[src/verilog/ssd_defines.svh]
/*
 Offsets, field positions, reset values and timing counts of the
 full-duplex serial port. Assumes a 40 MHz core clock.
*/
`ifndef SSD_DEFINES_SVH
`define SSD_DEFINES_SVH

// register byte offsets on the bus
`define SSD_OFF_CTRL 8'h00
`define SSD_OFF_STAT 8'h04
`define SSD_OFF_DATA 8'h08
`define SSD_OFF_ISTAT 8'h0c
`define SSD_OFF_IMASK 8'h10

// control register fields
`define SSD_CTRL_MODE_LSB 0
`define SSD_CTRL_MODE_MSB 1
`define SSD_CTRL_START 2
`define SSD_CTRL_EXTCLK 3
`define SSD_MODE_OFF 2'b00
`define SSD_MODE_DUPLEX 2'b11
`define SSD_MODE_RST 2'b00

// status register fields
`define SSD_STAT_W 6
`define SSD_STAT_OPER 0
`define SSD_STAT_SEF 1
`define SSD_STAT_TX_BUFFER_FULL_FLAG 2
`define SSD_STAT_RECEIVE_COMPLETE_FLAG 3
`define SSD_STAT_OVERRUN_ERROR_FLAG 4
`define SSD_STAT_TX_UNDERRUN_FLAG 5

// interrupt status and mask field
`define SSD_IRQ_PORT 0

// pin levels
`define SSD_SO_IDLE 1'b1
`define SSD_SCLK_IDLE 1'b1

// byte framing
`define SSD_LAST_BIT 3'h7

// serial clock timing
`define SSD_CLK_NS 25
`define SSD_SCLK_HALF_NS 100
`define SSD_SCLK_HALF_CYC ((`SSD_SCLK_HALF_NS) / (`SSD_CLK_NS))

`endif

[src/verilog/ssd_pkg.sv]
/*
 Types of the full-duplex serial port.
 Assumes nothing of its surroundings.
*/
package ssd_pkg;

   typedef enum logic [1:0] {
      SSD_ST_IDLE = 2'b00,
      SSD_ST_RUN = 2'b01,
      SSD_ST_WAIT = 2'b10
   } ssd_state_t;

endpackage

[src/verilog/ssd_sclk.sv]
/*
 Serial clock unit: divides the core clock into the internal serial
 clock, or synchronises the peer's clock; gives one-cycle rise and
 fall pulses. Assumes the pin input comes from another clock domain.
*/
`timescale 1ns/1ps
`include "ssd_defines.svh"

module ssd_sclk
   import ssd_pkg::*;
#(
   parameter int HALF_CYC = `SSD_SCLK_HALF_CYC
) (
   input wire logic clk,
   input wire logic rst_n,
   input wire logic ext_sel,
   input wire logic run,
   input wire logic pin_in,
   output logic sclk_out,
   output logic rise,
   output logic fall
);

   logic [15:0] cnt_r;
   logic sync1_r;
   logic sync2_r;
   logic sync3_r;
   logic tick;

   assign tick = run && !ext_sel && (cnt_r == 16'(HALF_CYC - 1));

   // internal divider; idles high whenever the block is not shifting
   always_ff @(posedge clk or negedge rst_n) begin
      if (!rst_n) begin
         cnt_r <= 16'h0000;
         sclk_out <= `SSD_SCLK_IDLE;
      end else if (!run || ext_sel) begin
         cnt_r <= 16'h0000;
         sclk_out <= `SSD_SCLK_IDLE;
      end else if (tick) begin
         cnt_r <= 16'h0000;
         sclk_out <= !sclk_out;
      end else begin
         cnt_r <= cnt_r + 16'h0001;
      end
   end

   // peer clock synchroniser
   always_ff @(posedge clk or negedge rst_n) begin
      if (!rst_n) begin
         sync1_r <= `SSD_SCLK_IDLE;
         sync2_r <= `SSD_SCLK_IDLE;
         sync3_r <= `SSD_SCLK_IDLE;
      end else begin
         sync1_r <= pin_in;
         sync2_r <= sync1_r;
         sync3_r <= sync2_r;
      end
   end

   always_ff @(posedge clk or negedge rst_n) begin
      if (!rst_n) begin
         rise <= 1'b0;
         fall <= 1'b0;
      end else if (ext_sel) begin
         rise <= sync2_r && !sync3_r;
         fall <= !sync2_r && sync3_r;
      end else begin
         rise <= tick && !sclk_out;
         fall <= tick && sclk_out;
      end
   end

endmodule

[src/verilog/ssd_top.sv]
/*
 Full-duplex 8-bit clocked serial port with AHB-Lite register access:
 byte completion, continuation, pause and stop logic.
 Assumes a single-master AHB-Lite bus on CLOCK and a serial peer whose
 clock and data pins are asynchronous to CLOCK.
*/
// The address map and register access over AHB-Lite were decided locally.
`timescale 1ns/1ps
`include "ssd_defines.svh"

// Behaviour
// - byte done sets receive-complete, raises interrupt
// - internal clock, buffer full: reload, keep shifting
// - byte done while receive-complete set: overrun
// - internal clock, buffer empty: pause, pins idle
// - buffer write while paused resumes shifting
// - external clock: resend last byte, flag underrun
// - start cleared, nothing shifting: quiet immediate stop
// - start cleared while shifting: finish byte, interrupt
// - stopped: clear operating, shift-enable, buffer-full
// - normal stop: output high only for internal clock
// - mode off forces stop, clears start; status cleared only while operating
// - duplex mode 11; start sets operating, shift-enable
// - eighth received bit clears shift-enable on pause or stop
// - write while shifting sets buffer-full, else direct
module ssd_top
   import ssd_pkg::*;
#(
   parameter int HALF_CYC = `SSD_SCLK_HALF_CYC
) (
   input wire logic CLOCK,
   input wire logic RST_N,
   input wire logic HSEL,
   input wire logic [31:0] HADDR,
   input wire logic [1:0] HTRANS,
   input wire logic HWRITE,
   input wire logic [2:0] HSIZE,
   input wire logic [31:0] HWDATA,
   input wire logic HREADY,
   output logic [31:0] HRDATA,
   output logic HREADYOUT,
   output logic HRESP,
   input wire logic SERIAL_CLOCK_IN,
   output logic SERIAL_CLOCK_OUT,
   output logic SERIAL_CLOCK_OE,
   input wire logic SERIAL_IN,
   output logic SERIAL_OUT,
   output logic INTERRUPT
);

   function automatic logic hit(input logic [31:0] a, input logic [7:0] off);
      return (a[31:8] == 24'h000000) && (a[7:0] == off);
   endfunction

   logic rst_s1_r;
   logic rst_n_r;
   logic wr_pend_r;
   logic [31:0] addr_r;
   logic [1:0] mode_r;
   logic start_r;
   logic ext_r;
   ssd_state_t state_r;
   logic op_r;
   logic sef_r;
   logic tx_buffer_full_flag_r;
   logic receive_complete_flag_r;
   logic overrun_error_flag_r;
   logic tx_underrun_flag_r;
   logic resend_r;
   logic [7:0] sh_r;
   logic [2:0] bit_cnt_r;
   logic [7:0] tx_buf_r;
   logic [7:0] rx_buf_r;
   logic so_r;
   logic si1_r;
   logic si2_r;
   logic irq_stat_r;
   logic irq_mask_r;
   logic irq_r;
   logic sclk_oe_r;
   logic [`SSD_STAT_W-1:0] stat_v;
   logic sclk_rise;
   logic sclk_fall;

   // reset release through two flip-flops
   always_ff @(posedge CLOCK or negedge RST_N) begin
      if (!RST_N) begin
         rst_s1_r <= 1'b0;
         rst_n_r <= 1'b0;
      end else begin
         rst_s1_r <= 1'b1;
         rst_n_r <= rst_s1_r;
      end
   end

   wire logic ahb_go = HSEL && HREADY && HTRANS[1];
   wire logic rd_go = ahb_go && !HWRITE;
   wire logic rd_buf = rd_go && hit(HADDR, `SSD_OFF_DATA);
   wire logic rd_stat = rd_go && hit(HADDR, `SSD_OFF_STAT);
   wire logic wr_ctrl = wr_pend_r && hit(addr_r, `SSD_OFF_CTRL);
   wire logic wr_data = wr_pend_r && hit(addr_r, `SSD_OFF_DATA);
   wire logic wr_istat = wr_pend_r && hit(addr_r, `SSD_OFF_ISTAT);
   wire logic wr_imask = wr_pend_r && hit(addr_r, `SSD_OFF_IMASK);
   wire logic [1:0] mode_w = HWDATA[`SSD_CTRL_MODE_MSB:`SSD_CTRL_MODE_LSB];
   wire logic start_w = HWDATA[`SSD_CTRL_START];
   wire logic mode_off_wr = wr_ctrl && (mode_w == `SSD_MODE_OFF);
   wire logic force_stop = mode_off_wr && op_r;
   wire logic start_req = wr_ctrl && !op_r && start_w && (mode_w == `SSD_MODE_DUPLEX);
   wire logic stop_req = wr_ctrl && op_r && !mode_off_wr && !start_w;
   wire logic stop_now = stop_req && !sef_r;
   wire logic running = (state_r == SSD_ST_RUN);
   wire logic edge_rise = running && sclk_rise && !force_stop;
   wire logic edge_fall = running && sclk_fall && !force_stop;
   wire logic byte_done = edge_rise && (bit_cnt_r == `SSD_LAST_BIT);
   wire logic keep_on = byte_done && start_r && (tx_buffer_full_flag_r || ext_r || wr_data);
   wire logic pause = byte_done && start_r && !(tx_buffer_full_flag_r || ext_r || wr_data);
   wire logic resume = (state_r == SSD_ST_WAIT) && wr_data && start_r;
   wire logic underrun = keep_on && ext_r && !tx_buffer_full_flag_r && !wr_data;
   wire logic store_rx = byte_done && !(receive_complete_flag_r && !rd_buf);
   wire logic [7:0] load_byte = (tx_buffer_full_flag_r || !wr_data) ? tx_buf_r : HWDATA[7:0];
   wire logic [7:0] rx_byte = {sh_r[6:0], si2_r};

   // bus slave: zero wait states, always OKAY
   always_ff @(posedge CLOCK or negedge rst_n_r) begin
      if (!rst_n_r) begin
         wr_pend_r <= 1'b0;
         addr_r <= 32'h00000000;
         HREADYOUT <= 1'b0;
         HRESP <= 1'b0;
         HRDATA <= 32'h00000000;
      end else begin
         HREADYOUT <= 1'b1;
         HRESP <= 1'b0;
         wr_pend_r <= ahb_go && HWRITE;
         if (ahb_go) begin
            addr_r <= HADDR;
         end
         if (rd_go) begin
            HRDATA <= 32'h00000000;
            if (hit(HADDR, `SSD_OFF_CTRL)) begin
               HRDATA[`SSD_CTRL_MODE_MSB:`SSD_CTRL_MODE_LSB] <= mode_r;
               HRDATA[`SSD_CTRL_START] <= start_r;
               HRDATA[`SSD_CTRL_EXTCLK] <= ext_r;
            end else if (rd_stat) begin
               HRDATA[`SSD_STAT_W-1:0] <= stat_v;
            end else if (rd_buf) begin
               HRDATA[7:0] <= rx_buf_r;
            end else if (hit(HADDR, `SSD_OFF_ISTAT)) begin
               HRDATA[`SSD_IRQ_PORT] <= irq_stat_r;
            end else if (hit(HADDR, `SSD_OFF_IMASK)) begin
               HRDATA[`SSD_IRQ_PORT] <= irq_mask_r;
            end
         end
      end
   end

   always_comb begin
      stat_v = '0;
      stat_v[`SSD_STAT_OPER] = op_r;
      stat_v[`SSD_STAT_SEF] = sef_r;
      stat_v[`SSD_STAT_TX_BUFFER_FULL_FLAG] = tx_buffer_full_flag_r;
      stat_v[`SSD_STAT_RECEIVE_COMPLETE_FLAG] = receive_complete_flag_r;
      stat_v[`SSD_STAT_OVERRUN_ERROR_FLAG] = overrun_error_flag_r;
      stat_v[`SSD_STAT_TX_UNDERRUN_FLAG] = tx_underrun_flag_r;
   end

   // control register; while operating only mode-off or start-clear take
   always_ff @(posedge CLOCK or negedge rst_n_r) begin
      if (!rst_n_r) begin
         mode_r <= `SSD_MODE_RST;
         start_r <= 1'b0;
         ext_r <= 1'b0;
      end else if (wr_ctrl) begin
         if (!op_r) begin
            mode_r <= mode_w;
            ext_r <= HWDATA[`SSD_CTRL_EXTCLK];
            start_r <= start_req;
         end else if (mode_off_wr) begin
            mode_r <= `SSD_MODE_OFF;
            start_r <= 1'b0;
         end else if (!start_w) begin
            start_r <= 1'b0;
         end
      end
   end

   // sequencing and the operating, shift-enable and buffer-full flags
   always_ff @(posedge CLOCK or negedge rst_n_r) begin
      if (!rst_n_r) begin
         state_r <= SSD_ST_IDLE;
         op_r <= 1'b0;
         sef_r <= 1'b0;
         tx_buffer_full_flag_r <= 1'b0;
      end else if (force_stop || stop_now || (byte_done && !start_r)) begin
         state_r <= SSD_ST_IDLE;
         op_r <= 1'b0;
         sef_r <= 1'b0;
         tx_buffer_full_flag_r <= 1'b0;
      end else if (start_req) begin
         state_r <= SSD_ST_RUN;
         op_r <= 1'b1;
         sef_r <= 1'b1;
         tx_buffer_full_flag_r <= 1'b0;
      end else if (keep_on) begin
         sef_r <= 1'b1;
         tx_buffer_full_flag_r <= tx_buffer_full_flag_r && wr_data;
      end else if (pause) begin
         state_r <= SSD_ST_WAIT;
         sef_r <= 1'b0;
      end else if (resume) begin
         state_r <= SSD_ST_RUN;
         sef_r <= 1'b1;
      end else if (running && wr_data) begin
         tx_buffer_full_flag_r <= 1'b1;
      end
   end

   // receive-complete and error flags; a set wins over a read clear
   always_ff @(posedge CLOCK or negedge rst_n_r) begin
      if (!rst_n_r) begin
         receive_complete_flag_r <= 1'b0;
         overrun_error_flag_r <= 1'b0;
         tx_underrun_flag_r <= 1'b0;
      end else if (force_stop) begin
         receive_complete_flag_r <= 1'b0;
         overrun_error_flag_r <= 1'b0;
         tx_underrun_flag_r <= 1'b0;
      end else begin
         if (store_rx) begin
            receive_complete_flag_r <= 1'b1;
         end else if (rd_buf) begin
            receive_complete_flag_r <= 1'b0;
         end
         if (byte_done && !store_rx) begin
            overrun_error_flag_r <= 1'b1;
         end else if (rd_stat) begin
            overrun_error_flag_r <= 1'b0;
         end
         if (resend_r && edge_fall) begin
            tx_underrun_flag_r <= 1'b1;
         end else if (rd_stat) begin
            tx_underrun_flag_r <= 1'b0;
         end
      end
   end

   // a reloaded old byte is an underrun only once the peer clocks it out
   always_ff @(posedge CLOCK or negedge rst_n_r) begin
      if (!rst_n_r) begin
         resend_r <= 1'b0;
      end else if (underrun) begin
         resend_r <= 1'b1;
      end else if (edge_fall || !running) begin
         resend_r <= 1'b0;
      end
   end

   always_ff @(posedge CLOCK or negedge rst_n_r) begin
      if (!rst_n_r) begin
         si1_r <= 1'b0;
         si2_r <= 1'b0;
      end else begin
         si1_r <= SERIAL_IN;
         si2_r <= si1_r;
      end
   end

   always_ff @(posedge CLOCK or negedge rst_n_r) begin
      if (!rst_n_r) begin
         tx_buf_r <= 8'h00;
         rx_buf_r <= 8'h00;
      end else begin
         if (wr_data) begin
            tx_buf_r <= HWDATA[7:0];
         end
         if (store_rx) begin
            rx_buf_r <= rx_byte;
         end
      end
   end

   // single shift register: msb leaves on falls, serial-in enters on rises
   always_ff @(posedge CLOCK or negedge rst_n_r) begin
      if (!rst_n_r) begin
         sh_r <= 8'h00;
         bit_cnt_r <= 3'h0;
      end else if (start_req) begin
         sh_r <= tx_buf_r;
         bit_cnt_r <= 3'h0;
      end else if (resume) begin
         sh_r <= HWDATA[7:0];
         bit_cnt_r <= 3'h0;
      end else if (keep_on) begin
         sh_r <= load_byte;
         bit_cnt_r <= 3'h0;
      end else if (edge_rise) begin
         sh_r <= rx_byte;
         bit_cnt_r <= bit_cnt_r + 3'h1;
      end
   end

   always_ff @(posedge CLOCK or negedge rst_n_r) begin
      if (!rst_n_r) begin
         so_r <= `SSD_SO_IDLE;
      end else if (mode_off_wr) begin
         so_r <= `SSD_SO_IDLE;
      end else if (start_req) begin
         so_r <= tx_buf_r[7];
      end else if (resume) begin
         so_r <= HWDATA[7];
      end else if (keep_on) begin
         so_r <= load_byte[7];
      end else if (pause || ((byte_done || stop_now) && !ext_r)) begin
         so_r <= `SSD_SO_IDLE;
      end else if (edge_fall && !byte_done) begin
         so_r <= sh_r[7];
      end
   end

   // interrupt: sticky, cleared by writing one, masked onto one level
   wire logic port_event = start_req || byte_done;

   always_ff @(posedge CLOCK or negedge rst_n_r) begin
      if (!rst_n_r) begin
         irq_stat_r <= 1'b0;
         irq_mask_r <= 1'b0;
         irq_r <= 1'b0;
         sclk_oe_r <= 1'b0;
      end else begin
         if (port_event) begin
            irq_stat_r <= 1'b1;
         end else if (wr_istat && HWDATA[`SSD_IRQ_PORT]) begin
            irq_stat_r <= 1'b0;
         end
         if (wr_imask) begin
            irq_mask_r <= HWDATA[`SSD_IRQ_PORT];
         end
         irq_r <= irq_stat_r && irq_mask_r;
         sclk_oe_r <= !ext_r;
      end
   end

   assign SERIAL_OUT = so_r;
   assign SERIAL_CLOCK_OE = sclk_oe_r;
   assign INTERRUPT = irq_r;

   ssd_sclk #(
      .HALF_CYC(HALF_CYC)
   ) u_sclk (
      .clk(CLOCK),
      .rst_n(rst_n_r),
      .ext_sel(ext_r),
      .run(running && !ext_r),
      .pin_in(SERIAL_CLOCK_IN),
      .sclk_out(SERIAL_CLOCK_OUT),
      .rise(sclk_rise),
      .fall(sclk_fall)
   );
endmodule

[config.mk]
export PLATFORM = sky130hd
export DESIGN_NAME = ssd_top
export DESIGN_NICKNAME = d
export VERILOG_FILES = /design/src/verilog/ssd_pkg.sv /design/src/verilog/ssd_sclk.sv /design/src/verilog/ssd_top.sv
export VERILOG_INCLUDE_DIRS = /design/src /design/src/verilog
export SDC_FILE = /design/constraint.sdc
export NUM_CORES = 1
export LEC_CHECK = 0
export ABC_CLOCK_PERIOD_IN_PS = 6150
export BUFFER_PORTS_ARGS = -buffer_cell sky130_fd_sc_hd__buf_2
export CAP_MARGIN = 20
export CORE_MARGIN = 3
export CORE_UTILIZATION = 33
export DETAILED_ROUTE_END_ITERATION = 8
export SLEW_MARGIN = 20
export SYNTH_ARGS = -nofsm -noshare
export SYNTH_HDL_FRONTEND = slang
export SYNTH_SLANG_ARGS = --single-unit
export TNS_END_PERCENT = 100
[constraint.sdc]
create_clock -name CLOCK -period 6.15 [get_ports CLOCK]
set_input_delay 1.845 -clock CLOCK [delete_from_list [all_inputs] [get_ports CLOCK]]
set_output_delay 1.845 -clock CLOCK [all_outputs]
set_load 0.01 [all_outputs]
## Word-level counts from Yosys, hierarchy flattened

Cells that the tools add are included.

| storage, ports and cells | value |
|---|---|
| register bits after elaboration | 113 |
| input port bits | 76 |
| output and inout bits | 38 |
| logic and storage cells | 230 |

| operators by class | value |
|---|---|
| add/sub/neg operators | 2 |
| eq/ne operators | 17 |
| mux-type cells | 64 |
| bitwise operators | 1 |
| reduce and logical (&&, ||, !) cells | 111 |

Operators with widths:

| cell | count |
|---|---|
| logical AND 1 bit | 59 |
| zero test 24 bit | 2 |
| 2-to-1 mux 1 bit | 41 |
| 2-to-1 mux 8 bit | 5 |
| equality test 8 x 4 -> 1 bit (second input constant) | 4 |
| 2-to-1 mux 16 bit | 2 |
| zero test 1 bit | 20 |
| adder 16 x 1 -> 16 bit (second input constant) | 1 |
| equality test 16 x 2 -> 1 bit (second input constant) | 1 |
| equality test 8 x 5 -> 1 bit (second input constant) | 2 |
| zero test 8 bit | 2 |
| 2-to-1 mux 2 bit | 8 |
| 2-to-1 mux 3 bit | 4 |
| nonzero test 4 bit | 3 |
| logical OR 1 bit | 10 |
| nonzero test 3 bit | 3 |
| equality test 8 x 3 -> 1 bit (second input constant) | 1 |
| 2-to-1 mux 4 bit | 2 |
| inequality test 4 x 3 -> 1 bit (second input constant) | 2 |
| AND reduction 2 bit | 4 |
| nonzero test 2 bit | 4 |
| 2-to-1 mux 7 bit | 1 |
| 2-to-1 mux 6 bit | 1 |
| inequality test 3 x 2 -> 1 bit (second input constant) | 2 |
| other kinds (10) | 11 |

## Depth between registers and ports, before layout

Gate-level depths: netlist of run 1.

| logic depth | value |
|---|---|
| depth in word-level cells | 16 |
| mapped depth | 9 |
| mapped depth without buffers | 9 |

## Modules after synthesis

From an unflattened synthesis of run 1, not the netlist that was laid out.

| unflattened totals | value |
|---|---|
| cell total of the unflattened synthesis | 489 |
| area total of the unflattened synthesis | 5,482.8 um^2 |

Modules (own cells, without submodules):

| module | times used | cells each | area each (um^2) | seq. area each (um^2) |
|---|---|---|---|---|
| ssd_top | 1 | 392 | 4,429.2 | 2,278.4 |
| ssd_sclk | 1 | 97 | 1,053.5 | 555.5 |

## Worst setup path after synthesis of run 1

Ideal clock, no wire load.

| timing path | value |
|---|---|
| path type | in2reg |
| start | input HTRANS[1] |
| end | register rx_buf_r[0] |
| setup time | 125 ps |
| arrival time | 3,525 ps |
| required time | 6,025 ps |
| setup slack | 2,500 ps |
| cell stages on the path | 6 |
| cells stage by stage | nand3_1 > nand2b_1 > nor4_2 > nand3b_1 > a21oi_2 > mux2_2 |

| between the ends | value |
|---|---|
| word-level cells in the longest chain between the ends | 7 |

Ends and longest elaborated chain:

| element | line | source |
|---|---|---|
| start: declaration | ssd_top.sv:35 | `input wire logic [1:0] HTRANS,` |
| logical AND 1 bit | ssd_top.sv:96 | `wire logic ahb_go = HSEL && HREADY && HTRANS[1];` |
| logical AND 1 bit | ssd_top.sv:97 | `wire logic rd_go = ahb_go && !HWRITE;` |
| logical AND 1 bit | ssd_top.sv:98 | `` wire logic rd_buf = rd_go && hit(HADDR, `SSD_OFF_DATA); `` |
| zero test 1 bit | ssd_top.sv:119 | `wire logic store_rx = byte_done && !(receive_complete_flag_r && !rd_buf);` |
| logical AND 1 bit | ssd_top.sv:119 |  |
| zero test 1 bit | ssd_top.sv:119 |  |
| logical AND 1 bit | ssd_top.sv:119 |  |
| end signal: assignment | ssd_top.sv:277 | `rx_buf_r <= rx_byte;` |
| end: declaration | ssd_top.sv:73 | `logic [7:0] rx_buf_r;` |

Every way passes these cells.
A chain may end at the register's enable or synchronous reset.

## Final worst setup path of run 1

| timing path | value |
|---|---|
| start | input HWDATA[0] |
| end | register sh_r[5] |

| between the ends | value |
|---|---|
| word-level cells in the longest chain between the ends | 11 |
| elaborated cells between the ends (all ways) | 14 |
| classes of those cells | eq/ne: 1; mux: 3; reduce/logical: 10 |

Ends and longest elaborated chain:

| element | line | source |
|---|---|---|
| start: declaration | ssd_top.sv:38 | `input wire logic [31:0] HWDATA,` |
| zero test 2 bit (no line) | n/a |  |
| logical AND 1 bit | ssd_top.sv:106 | `` wire logic mode_off_wr = wr_ctrl && (mode_w == `SSD_MODE_OFF); `` |
| logical AND 1 bit | ssd_top.sv:107 | `wire logic force_stop = mode_off_wr && op_r;` |
| zero test 1 bit | ssd_top.sv:112 | `wire logic edge_rise = running && sclk_rise && !force_stop;` |
| logical AND 1 bit | ssd_top.sv:112 |  |
| logical AND 1 bit | ssd_top.sv:114 | `` wire logic byte_done = edge_rise && (bit_cnt_r == `SSD_LAST_BIT); `` |
| logical AND 1 bit (2 in series) | ssd_top.sv:115 | `wire logic keep_on = byte_done && start_r && (tx_buffer_full_flag_r \|\| ext_r \|\| wr_data);` |
| 2-to-1 mux 8 bit | ssd_top.sv:293 | `end else if (keep_on) begin` |
| 2-to-1 mux 8 bit | ssd_top.sv:290 | `end else if (resume) begin` |
| 2-to-1 mux 8 bit | ssd_top.sv:287 | `end else if (start_req) begin` |
| end signal: assignment | ssd_top.sv:288 | `sh_r <= tx_buf_r;` |
| end signal: assignment | ssd_top.sv:291 | `sh_r <= HWDATA[7:0];` |
| end signal: assignment | ssd_top.sv:294 | `sh_r <= load_byte;` |
| end: declaration | ssd_top.sv:70 | `logic [7:0] sh_r;` |

Several ways; a longest one is shown, not always the timed one.

==> results_dict.tcl, run 1 <==
set metrics [dict create \
    ir_worst_vdd_uv 180 \
    yosysMostFrequentCell "dfrtp_1" \
    hold_violations 0 \
    place_congestion 0.896 \
    grt_util_met1_pct 19.2 \
    ctsHoldBuffers 0 \
    grt_usage_pct 14.5 \
    place_hpwl_mm 9.08 \
    cpPeakStageDelay_ns 0.55 \
    worst_slew_pin_slew_ns 0.921 \
    ys_seq_elements 113 \
    cts_tree "yes" \
    cp-end-kind "flip-flop" \
    cp.required_ns 6.48 \
    maxCapViolCount 0 \
    cts_buffer_depth 2 \
    start_util_pct 34.4 \
    rsz0062_at_grt "no" \
    ys_async_sr_fraction_pct 100 \
    dpl_worst_slack_ns 1.95 \
    clk_pin_slew_worst_paths_ns 0.05 \
    power.density_nw_per_um2 326 \
    port_buffers 60 \
    insertion_delay_ns 0.41 \
    fin_total_pwr_mw 2.10 \
    htreeDepth 4 \
    cts_root_buffer "clkbuf_16" \
    synth_top_area_cell "dfrtp_1" \
    fin_cells 784 \
    post-route-min-period_ns 3.80 \
    ys_warn_count 0 \
    die-area_sq_um 17700 \
    detail-route-antenna-nets 0 \
    io_pins 114 \
    fillers 1516 \
    period_share_pct 61.8 \
    grt_pass1_vias 4023 \
    place_inst 752 \
    worstPathArrival_ns 4.13 \
    max_freq_mhz 263 \
    grt_max_degree 75 \
    dr.pass1.iters 4 \
    synthTopCellsByArea "dfrtp_1 51%, mux2_2 8.9%, nand2_1 3.7%, buf_4 3.5%, nor2_1 3.1%" \
    fin_setup_tns_ns 0 \
    leakage_nw 2.82 \
    drv_slew 0 \
    gr-max-usage-layer "met2" \
    crit_top_cell "nor2_1" \
    slew_headroom_pct 38.4 \
    ys_types 56 \
    hp-class "flip-flop to asynchronous set/reset pin" \
    r2r_start "addr_r[9]$_DFFE_PN0P_" \
    fp.dieW_microns 133 \
    std_cell_rows 45 \
    core_sq_um 15500 \
    synthToLayoutAreaGrowth_pct 20.5 \
    r2r_slack_ns 3.09 \
    cts_setup_buffers 0 \
    wl_per_cell_microns 15.8 \
    route.detailed.drc 0 \
    startpoint "HWDATA[0]" \
    postLayoutSetupSlackWorst_ns 2.35 \
    grtUsageMet2_pct 22.7 \
    cts_buffers 17 \
    use_met3_pct 3.85 \
    grt_overflow 0 \
    drt_wl_total_mm 12.4 \
    ctsResizeCount 0 \
    die_h_microns 133 \
    synth_edf_count 0 \
    synthFlopType "dfrtp_1" \
    grt_first_pass_wirelength_mm 20.5 \
    postSynthCellCount 495 \
    slowest_stage "or4_1" \
    cp-endpoint "sh_r[5]$_DFFE_PN0P_" \
    drt_iter0_markers 267 \
    antenna_found_initial 0 \
    skew_ns 0.00802 \
    crit_fanout 11 \
    setup_viol 0 \
    cts_sinks 113 \
    outcome "complete, no violations" \
    r2r-end "sh_r[5]$_DFFE_PN0P_" \
    antenna-diode-count 0 \
    crit_type "primary input to flip-flop" \
    syn_area_sq_um 5340 \
    startpoint_type "primary input" \
    finish.net_count 639 \
    drive_gt1_share_pct 27.1 \
    synth_common_cells "108 x dfrtp_1, 53 x nand2_1, 44 x nor2_1" \
    synth-seq-area-share_pct 53.1 \
    vias 3985 \
    synth_top_area_share_pct 50.6 \
    crit_chain "buf_2, nor2_1, nand2_1, or4_1, a31oi_1, o21ai_1, nor2_1, o2bb2ai_1" \
    whs_ns 0.293 \
    drt-vias-per-instance 5.08 \
    postSynthAreaPerCell_sq_um 10.8 \
    reg2reg_depth 7 \
]
==> worst min path at each step <==
stage | from | endpoint | cells after the start
2_1_floorplan | rst_s1_r$_DFF_PN0_ | rst_n_r$_DFF_PN0_ | 0
3_3_place_gp | rst_n_r$_DFF_PN0_ | bit_cnt_r[0]$_DFFE_PN0P_ | 0
3_5_place_dp | rst_n_r$_DFF_PN0_ | bit_cnt_r[1]$_DFFE_PN0P_ | 0
4_1_cts | rst_n_r$_DFF_PN0_ | bit_cnt_r[0]$_DFFE_PN0P_ | 0
5_1_grt | si1_r$_DFF_PN0_ | si2_r$_DFF_PN0_ | 0
6_report | rst_n_r$_DFF_PN0_ | bit_cnt_r[0]$_DFFE_PN0P_ | 0
==> flip-flops by register name (all words and copies together) (netlist names), 2 cells and up <==
register      flops
u_sclk.cnt_r     16
sh_r              8
mode_r            2
bit_cnt_r         3
state_r           2
HRDATA            8
rx_buf_r          8
addr_r           32
tx_buf_r          8
==> where the power goes <==
part           internal [mW]  switching (mW)  leakage, nW  total (mW)
clock network          0.761           0.333        0.323        1.09
logic                 0.0739          0.0698         1.09       0.144
registers              0.808          0.0534         1.40       0.861
==> kinds of logic (layout without fill, tap and decap cells) <==
group / count (synthesis) / after routing / synth area share (%)
XOR/XNOR: 11 / 11 / 1.80
AO/OA/AOI/OAI: 90 / 90 / 11.2
other: 2 / 27 / 0.141
buffers and inverters: 49 / 102 / 5.25
adder cells (fa/ha/maj): 3 / 3 / 0.703
multiplexers: 46 / 46 / 9.61
flip-flops: 113 / 113 / 53.1
AND/OR/NAND/NOR: 181 / 181 / 18.3
==> cell usage in the layout (no fill, tap or decap), types with 6 or more instances in the layout <==
| master | Yosys | layout |
|---|---|---|
| dfrtp_1 | 108 | 107 |
| buf_2 | 2 | 60 |
| nand2_1 | 53 | 53 |
| nor2_1 | 44 | 44 |
| mux2_2 | 42 | 42 |
| conb_1 | 2 | 27 |
| a21oi_1 | 24 | 24 |
| o21ai_0 | 18 | 18 |
| clkbuf_16 | 0 | 17 |
| nand3_1 | 12 | 12 |
| nor4_1 | 9 | 9 |
| nand4_1 | 9 | 9 |
| nor3_1 | 8 | 8 |
| o22ai_1 | 8 | 8 |
| inv_1 | 7 | 7 |
| and3_1 | 7 | 7 |
| o2bb2ai_1 | 7 | 7 |
| xor2_1 | 6 | 6 |
| or3_1 | 6 | 6 |
==> worst max-delay path, delay by kind of cell <==
family	cells	cell delay, ns
buffers and inverters	1	0.17
AO/OA/AOI/OAI	3	0.68
AND/OR/NAND/NOR	4	1.42
==> layer usage <==
metal  up-vias  part of all wire [%]
met5         -                     0
met2       136                    46
li1       1872                     -
met3        20                   5.2
met4         0                   1.8
met1      1957                    47
==> metrics by stage <==
| step | instance area (sq um) | util [%] |
|---|---|---|
| after floorplan | 5430 | - |
| after global placement | 5770 | 37.1 |
| after detailed placement | 5770 | 37.1 |
| after CTS | 6430 | 41.4 |
| after global routing | 6430 | 41.4 |
| final | 6430 | 41.4 |
==> final cells by class <==
type	count	area (sq um)	share of cell area (%)
Sequential cell	113	2840	44.1
Multi-Input combinational cell	358	2320	36.0
Clock buffer	23	488	7.58
Timing Repair Buffer	63	323	5.02
Tap cell	211	264	4.10
Clock inverter	9	176	2.74
Inverter	7	26.3	0.408
(Power assumes the default switching activity.)
==> run 2, diff against run 1 <==
- ABC_CLOCK_PERIOD_IN_PS: 6150 -> 3500
- clock period: 6.15 -> 3.5 ns (I/O delays scaled with it)
==> results_dict.tcl, run 2 (synthesis gave the netlist of run 1 again) <==
set metrics [dict create \
    top_register "addr_r" \
    postLayoutSetupSlackWorst_ns 0.618 \
    fin_total_pwr_mw 3.62 \
    setup_viol 0 \
    maxCapViolCount 0 \
    final_common_cell "dfrtp_1" \
    htreeDepth 4 \
    cts_sinks 113 \
    p_int_mw 2.81 \
    detail-route-antenna-nets 0 \
    cts_buffer_depth 2 \
    io_pins 114 \
    placed_area_sq_um 5840 \
    route.detailed.drc 0 \
    fp.dieW_microns 133 \
    worst_slew_pin_slew_ns 0.753 \
    drive_gt1_share_pct 28.1 \
    dr.pass1.iters 6 \
    reg2reg_depth 7 \
    grt_overflow 0 \
    combPwrFrac_pct 6.9 \
    hp-class "flip-flop to flip-flop" \
    hold_violations 0 \
    grt_pass1_vias 3970 \
    antenna_found_initial 0 \
    fillers 1520 \
    place_congestion 0.875 \
    design_area_sq_um 6480 \
    cpPeakStageDelay_ns 0.43 \
    drt_wl_total_mm 12.5 \
    path_buf_inv 1 \
    crit_fanout 8 \
    seqPwrFrac_pct 41.9 \
    final_cell_mix "107 x dfrtp_1, 60 x buf_2, 53 x nand2_1, 44 x nor2_1, 42 x mux2_2" \
    period_share_pct 82.3 \
    die_h_microns 133 \
    power.density_nw_per_um2 558 \
    grt_usage_pct 14.6 \
    cts_buffers 17 \
    crit_chain "buf_2, nor4_1, nand4_1, nor4_2, nand3b_1, a21oi_2, mux2_2" \
    startpoint_type "primary input" \
    synthToLayoutAreaGrowth_pct 21.4 \
    place_hpwl_mm 9.15 \
    dpl_worst_slack_ns 0.165 \
    crit_type "primary input to flip-flop" \
    whs_path_depth 0 \
    wl_per_cell_microns 15.8 \
    skew_ns 0.00724 \
    core_sq_um 15500 \
    slew_headroom_pct 49.8 \
    cp.required_ns 3.80 \
    cp.depth 7 \
    cts_setup_buffers 0 \
    die-area_sq_um 17700 \
    post-route-min-period_ns 2.88 \
    port_buffers 60 \
    cp-end-kind "flip-flop" \
    drt_iter0_markers 192 \
    drv_slew 0 \
    cts_root_buffer "clkbuf_16" \
    start_util_pct 34.4 \
    ctsHoldBuffers 0 \
    leakage_nw 2.84 \
    clk_pin_slew_worst_paths_ns 0.05 \
    slowest_stage "a21oi_2" \
    rsz0062_at_grt "no" \
    antenna-diode-count 0 \
    worstPathArrival_ns 3.18 \
    vias 4009 \
    p_clk_share_pct 51.2 \
    top_regs "addr_r: 32 flops, u_sclk.cnt_r: 16 flops" \
    grt_max_degree 58 \
    drt-vias-per-instance 5.06 \
    outcome "complete, no violations" \
    ctsResizeCount 0 \
    ir_worst_vdd_uv 293 \
    swShare_pct 22.3 \
    grt_first_pass_wirelength_mm 20.6 \
    finish.net_count 647 \
    insertion_delay_ns 0.42 \
    max_freq_mhz 347 \
    crit_family "simple AND/OR/NAND/NOR gates" \
    cts_tree "yes" \
    largest_reg_flops 32 \
    fin_setup_tns_ns 0 \
    p_sw_mw 0.807 \
    r2r_slack_ns 0.81 \
    std_cell_rows 45 \
]
run 2: cell types whose count changed in the layout (fill, tap and decap cells not counted), sizes merged:
cell	change
clkinv	-1
buf	+8
bufinv	-1
clkinvlp	+2
run 2: area by class of cell:
type                       count  area [sq um]  share of cell area [%]
clock buffer                  23           488                    7.53
clock inverter                 9           153                    2.35
inverter                       7          26.3                   0.405
multi-input combinational    358          2320                    35.8
sequential                   113          2840                    43.8
tap                          211           264                    4.07
timing repair buffer          71           395                    6.10
run 2: layer usage:
| layer | track usage [%] | part of all wire, % | routed length, microns |
|---|---|---|---|
| met1 | 19.5 | 46 | 5780 |
| met2 | 22.5 | 47 | 5850 |
| met3 | 4.08 | 5.3 | 659 |
| met4 | 5.77 | 1.8 | 223 |
| met5 | 0 | 0 | 0 |
run 2: final timing paths:
check | end | startpoint
setup / recovery | rx_buf_r[4]$_DFFE_PN0P_ | HADDR[9]
hold / removal | si2_r$_DFF_PN0_ | si1_r$_DFF_PN0_
setup reg to reg | resend_r$_DFFE_PN0P_ | addr_r[14]$_DFFE_PN0P_
hold reg to reg | si2_r$_DFF_PN0_ | si1_r$_DFF_PN0_
max in group asynchronous | addr_r[26]$_DFFE_PN0P_ | rst_n_r$_DFF_PN0_
min in group asynchronous | rx_buf_r[5]$_DFFE_PN0P_ | rst_n_r$_DFF_PN0_
run 2: power groups by stage:
stage	clock network, mW	registers (mW)	logic [mW]
6_report	1.85	1.52	0.250
5_1_grt	1.94	1.53	0.281
4_1_cts	1.89	1.52	0.255
3_5_place_dp	0	1.54	0.254
3_3_place_gp	0	1.53	0.245
2_1_floorplan	0	1.52	0.186
run 2: worst reg2reg max path, cell delays in order, from the launching register on:
cell and delay [ns]:
dfrtp_1 0.38, nor4_2 0.36, nand4_1 0.30, nor3_1 0.61
nand2_1 0.24, nor3_1 0.41, nand2b_1 0.17, a32o_1 0.17
run 2: stage by stage:
stage / instances / hold slack [ns] / utilization, %
2_1_floorplan: 520 / 0.331 / -
3_3_place_gp: 760 / 0.337 / 37.6
3_5_place_dp: 760 / 0.335 / 37.6
4_1_cts: 792 / 0.346 / 41.7
5_1_grt: 792 / 0.363 / 41.7
6_report: 792 / 0.345 / 41.7
==> run 3, diff against run 2 <==
- ABC_AREA: not set -> 1
- ABC_CLOCK_PERIOD_IN_PS: 3500 -> 2600
- clock period: 3.5 -> 2.6 ns (I/O delays scaled with it)
==> results_dict.tcl, run 3 <==
set metrics [dict create \
    outcome "complete, no violations" \
    hp-class "primary input to asynchronous set/reset pin" \
    dr.pass1.iters 4 \
    synthTopCellsByArea "dfrtp_1 47%, nand2_1 8.5%, inv_1 6.5%, o21ai_0 5.7%, nor2_1 4.1%" \
    grt_first_pass_wirelength_mm 21.1 \
    grt_pass1_vias 4311 \
    wl_per_cell_microns 12.8 \
    fin_util_pct 40.7 \
    die_h_microns 137 \
    die-area_sq_um 18900 \
    skew_ns 0.0123 \
    clk_pin_slew_worst_paths_ns 0.05 \
    antenna-diode-count 0 \
    std_cell_rows 47 \
    rsz0062_at_grt "no" \
    ir_worst_vdd_uv 473 \
    synth_edf_count 0 \
    crit_chain "nor2_1, nand2_1, nor2_1, nand2_2, nor2_8, inv_2, nor2_8, nor3_2, nor2_4, nor2_4, nor2_2, nand2_1, nand2_1, o21bai_1" \
    drive_gt1_share_pct 19.7 \
    final_common_cell "nand2_1" \
    maxCapViolCount 0 \
    grt_usage_pct 14.5 \
    worstPathArrival_ns 2.52 \
    cts_setup_buffers 0 \
    cts_sinks 113 \
    synth_common_cells "129 x nand2_1, 108 x dfrtp_1, 98 x inv_1" \
    synth-seq-area-share_pct 49.7 \
    max_freq_mhz 449 \
    post-route-min-period_ns 2.23 \
    postSynthAreaPerCell_sq_um 8.46 \
    drt_wl_total_mm 12.6 \
    startpoint_type "flip-flop" \
    top_register "addr_r" \
    setup_viol 0 \
    power.density_nw_per_um2 737 \
    synth_top_area_cell "dfrtp_1" \
    period_share_pct 85.6 \
    port_buffers 60 \
    synth.mux.area_fraction_pct 1.36 \
    io_pins 114 \
    p_sw_mw 1.30 \
    largest_reg_flops 32 \
    ys_warn_count 0 \
    swShare_pct 25.9 \
    cts_buffers 17 \
    drv_slew 0 \
    worst_slew_pin_slew_ns 0.562 \
    place_congestion 0.826 \
    combPwrFrac_pct 13.2 \
    crit_fanout 14 \
    fp.dieW_microns 137 \
    cpPeakStageDelay_ns 0.38 \
    postSynthCellCount 674 \
    htreeDepth 4 \
    vias 4480 \
    ctsResizeCount 0 \
    ys_async_sr_fraction_pct 100 \
    slew_headroom_pct 62.5 \
    yosysMostFrequentCell "nand2_1" \
    drt_iter0_markers 169 \
    grt_overflow 0 \
    leakage_nw 3.49 \
    p_int_mw 3.73 \
    slowest_stage "dfrtp_1" \
    final_cell_mix "129 x nand2_1, 107 x dfrtp_1, 98 x inv_1, 65 x o21ai_0, 62 x nor2_1" \
    fin_total_pwr_mw 5.03 \
    ys_seq_elements 113 \
    detail-route-antenna-nets 0 \
    cts_root_buffer "clkbuf_16" \
    crit_type "flip-flop to flip-flop" \
    cp.required_ns 2.90 \
    hold_violations 0 \
    synth_compound_area_share_pct 11.3 \
    drt-vias-per-instance 4.54 \
    place_hpwl_mm 9.47 \
    cp-end-kind "flip-flop" \
    core_sq_um 16800 \
    cts_buffer_depth 2 \
    synth_top_area_share_pct 47.4 \
    antenna_found_initial 0 \
    insertion_delay_ns 0.42 \
    synth-xor-area-share_pct 0.768 \
    synth_top_family_by_area "simple AND/OR/NAND/NOR gates" \
    finish.net_count 834 \
    route.detailed.drc 0 \
    cts_tree "yes" \
    fin_setup_tns_ns 0 \
    synthToLayoutAreaGrowth_pct 19.7 \
    ctsHoldBuffers 0 \
    synth_simple_gate_area_share_pct 24.9 \
    synthAdderAreaFrac_pct 0.658 \
    seqPwrFrac_pct 42.6 \
    p_clk_share_pct 44.2 \
    synthFlopType "dfrtp_1" \
    start_util_pct 34.0 \
    syn_area_sq_um 5700 \
    ys_types 49 \
    top_regs "addr_r: 32 flops, u_sclk.cnt_r: 16 flops" \
    grt_max_degree 51 \
    crit_top_cell "nand2_1" \
]
run 3: worst max-delay path: cells and delay by family (launching register included):
family                 cells  cell delay (ns)
buffers and inverters      1             0.09
AND/OR/NAND/NOR           12             1.56
AO/OA/AOI/OAI              1             0.06
flip-flops                 1             0.38
run 3: routing by layer:
layer	GRT usage [%]	share of wire [%]
met5	0	0
met4	6.32	1.7
met3	4.24	5.2
met2	22.3	46
met1	18.9	47
run 3: area by class of cell:
cell class / instances / area [sq um]
clock inverters: 4 / 47.5
multi-input cells: 446 / 2330
inverters: 104 / 392
well taps: 220 / 275
fillers: 1715 / 9930
repair buffers: 73 / 410
clock buffers: 26 / 529
flip-flops and latches: 113 / 2840
run 3: final timing paths:
| kind | from | slack, ns | depth (start not counted) | end |
|---|---|---|---|---|
| min in group CLOCK | rst_s1_r$_DFF_PN0_ | 0.35 | 0 | rst_n_r$_DFF_PN0_ |
| setup / recovery | addr_r[29]$_DFFE_PN0P_ | 0.37 | 14 | sh_r[3]$_DFFE_PN0P_ |
| max in group asynchronous | rst_n_r$_DFF_PN0_ | 1.57 | 1 | addr_r[17]$_DFFE_PN0P_ |
| hold reg to reg | rst_n_r$_DFF_PN0_ | 0.30 | 0 | u_sclk.cnt_r[3]$_DFF_PN0_ |
| setup reg to reg | addr_r[29]$_DFFE_PN0P_ | 0.37 | 14 | sh_r[3]$_DFFE_PN0P_ |
| hold / removal | RST_N | 0.15 | 1 | rst_n_r$_DFF_PN0_ |
run 3: logic make-up (layout without fill, tap and decap cells):
group	after synthesis	in the layout
and+or+nand+nor	291	291
AOI/OAI and AO/OA	113	113
xor gates and xnor gates	5	5
buffers and inverters	140	207
other	2	27
muxes	7	7
adders and majority gates	3	3
DFF	113	113
run 3: metrics by stage:
stage / std cells / instance area [sq um] / hold WS [ns] / setup slack [ns]
floorplan: 699 / 5800 / 0.331 / 0.462
global placement: 956 / 6250 / 0.325 / 0.142
detailed placement: 956 / 6250 / 0.325 / 0.143
CTS: 986 / 6830 / 0.123 / 0.365
global route: 986 / 6830 / 0.131 / 0.130
finish: 986 / 6830 / 0.145 / 0.374
run 3: power groups by stage:
| stage | registers (mW) | clock network (mW) | logic (mW) |
|---|---|---|---|
| 3_5_place_dp | 2.18 | 0 | 0.668 |
| 5_1_grt | 2.18 | 2.37 | 0.782 |
| 4_1_cts | 2.15 | 2.29 | 0.673 |
| 2_1_floorplan | 2.15 | 0 | 0.500 |
| 3_3_place_gp | 2.17 | 0 | 0.650 |
| 6_report | 2.14 | 2.22 | 0.663 |
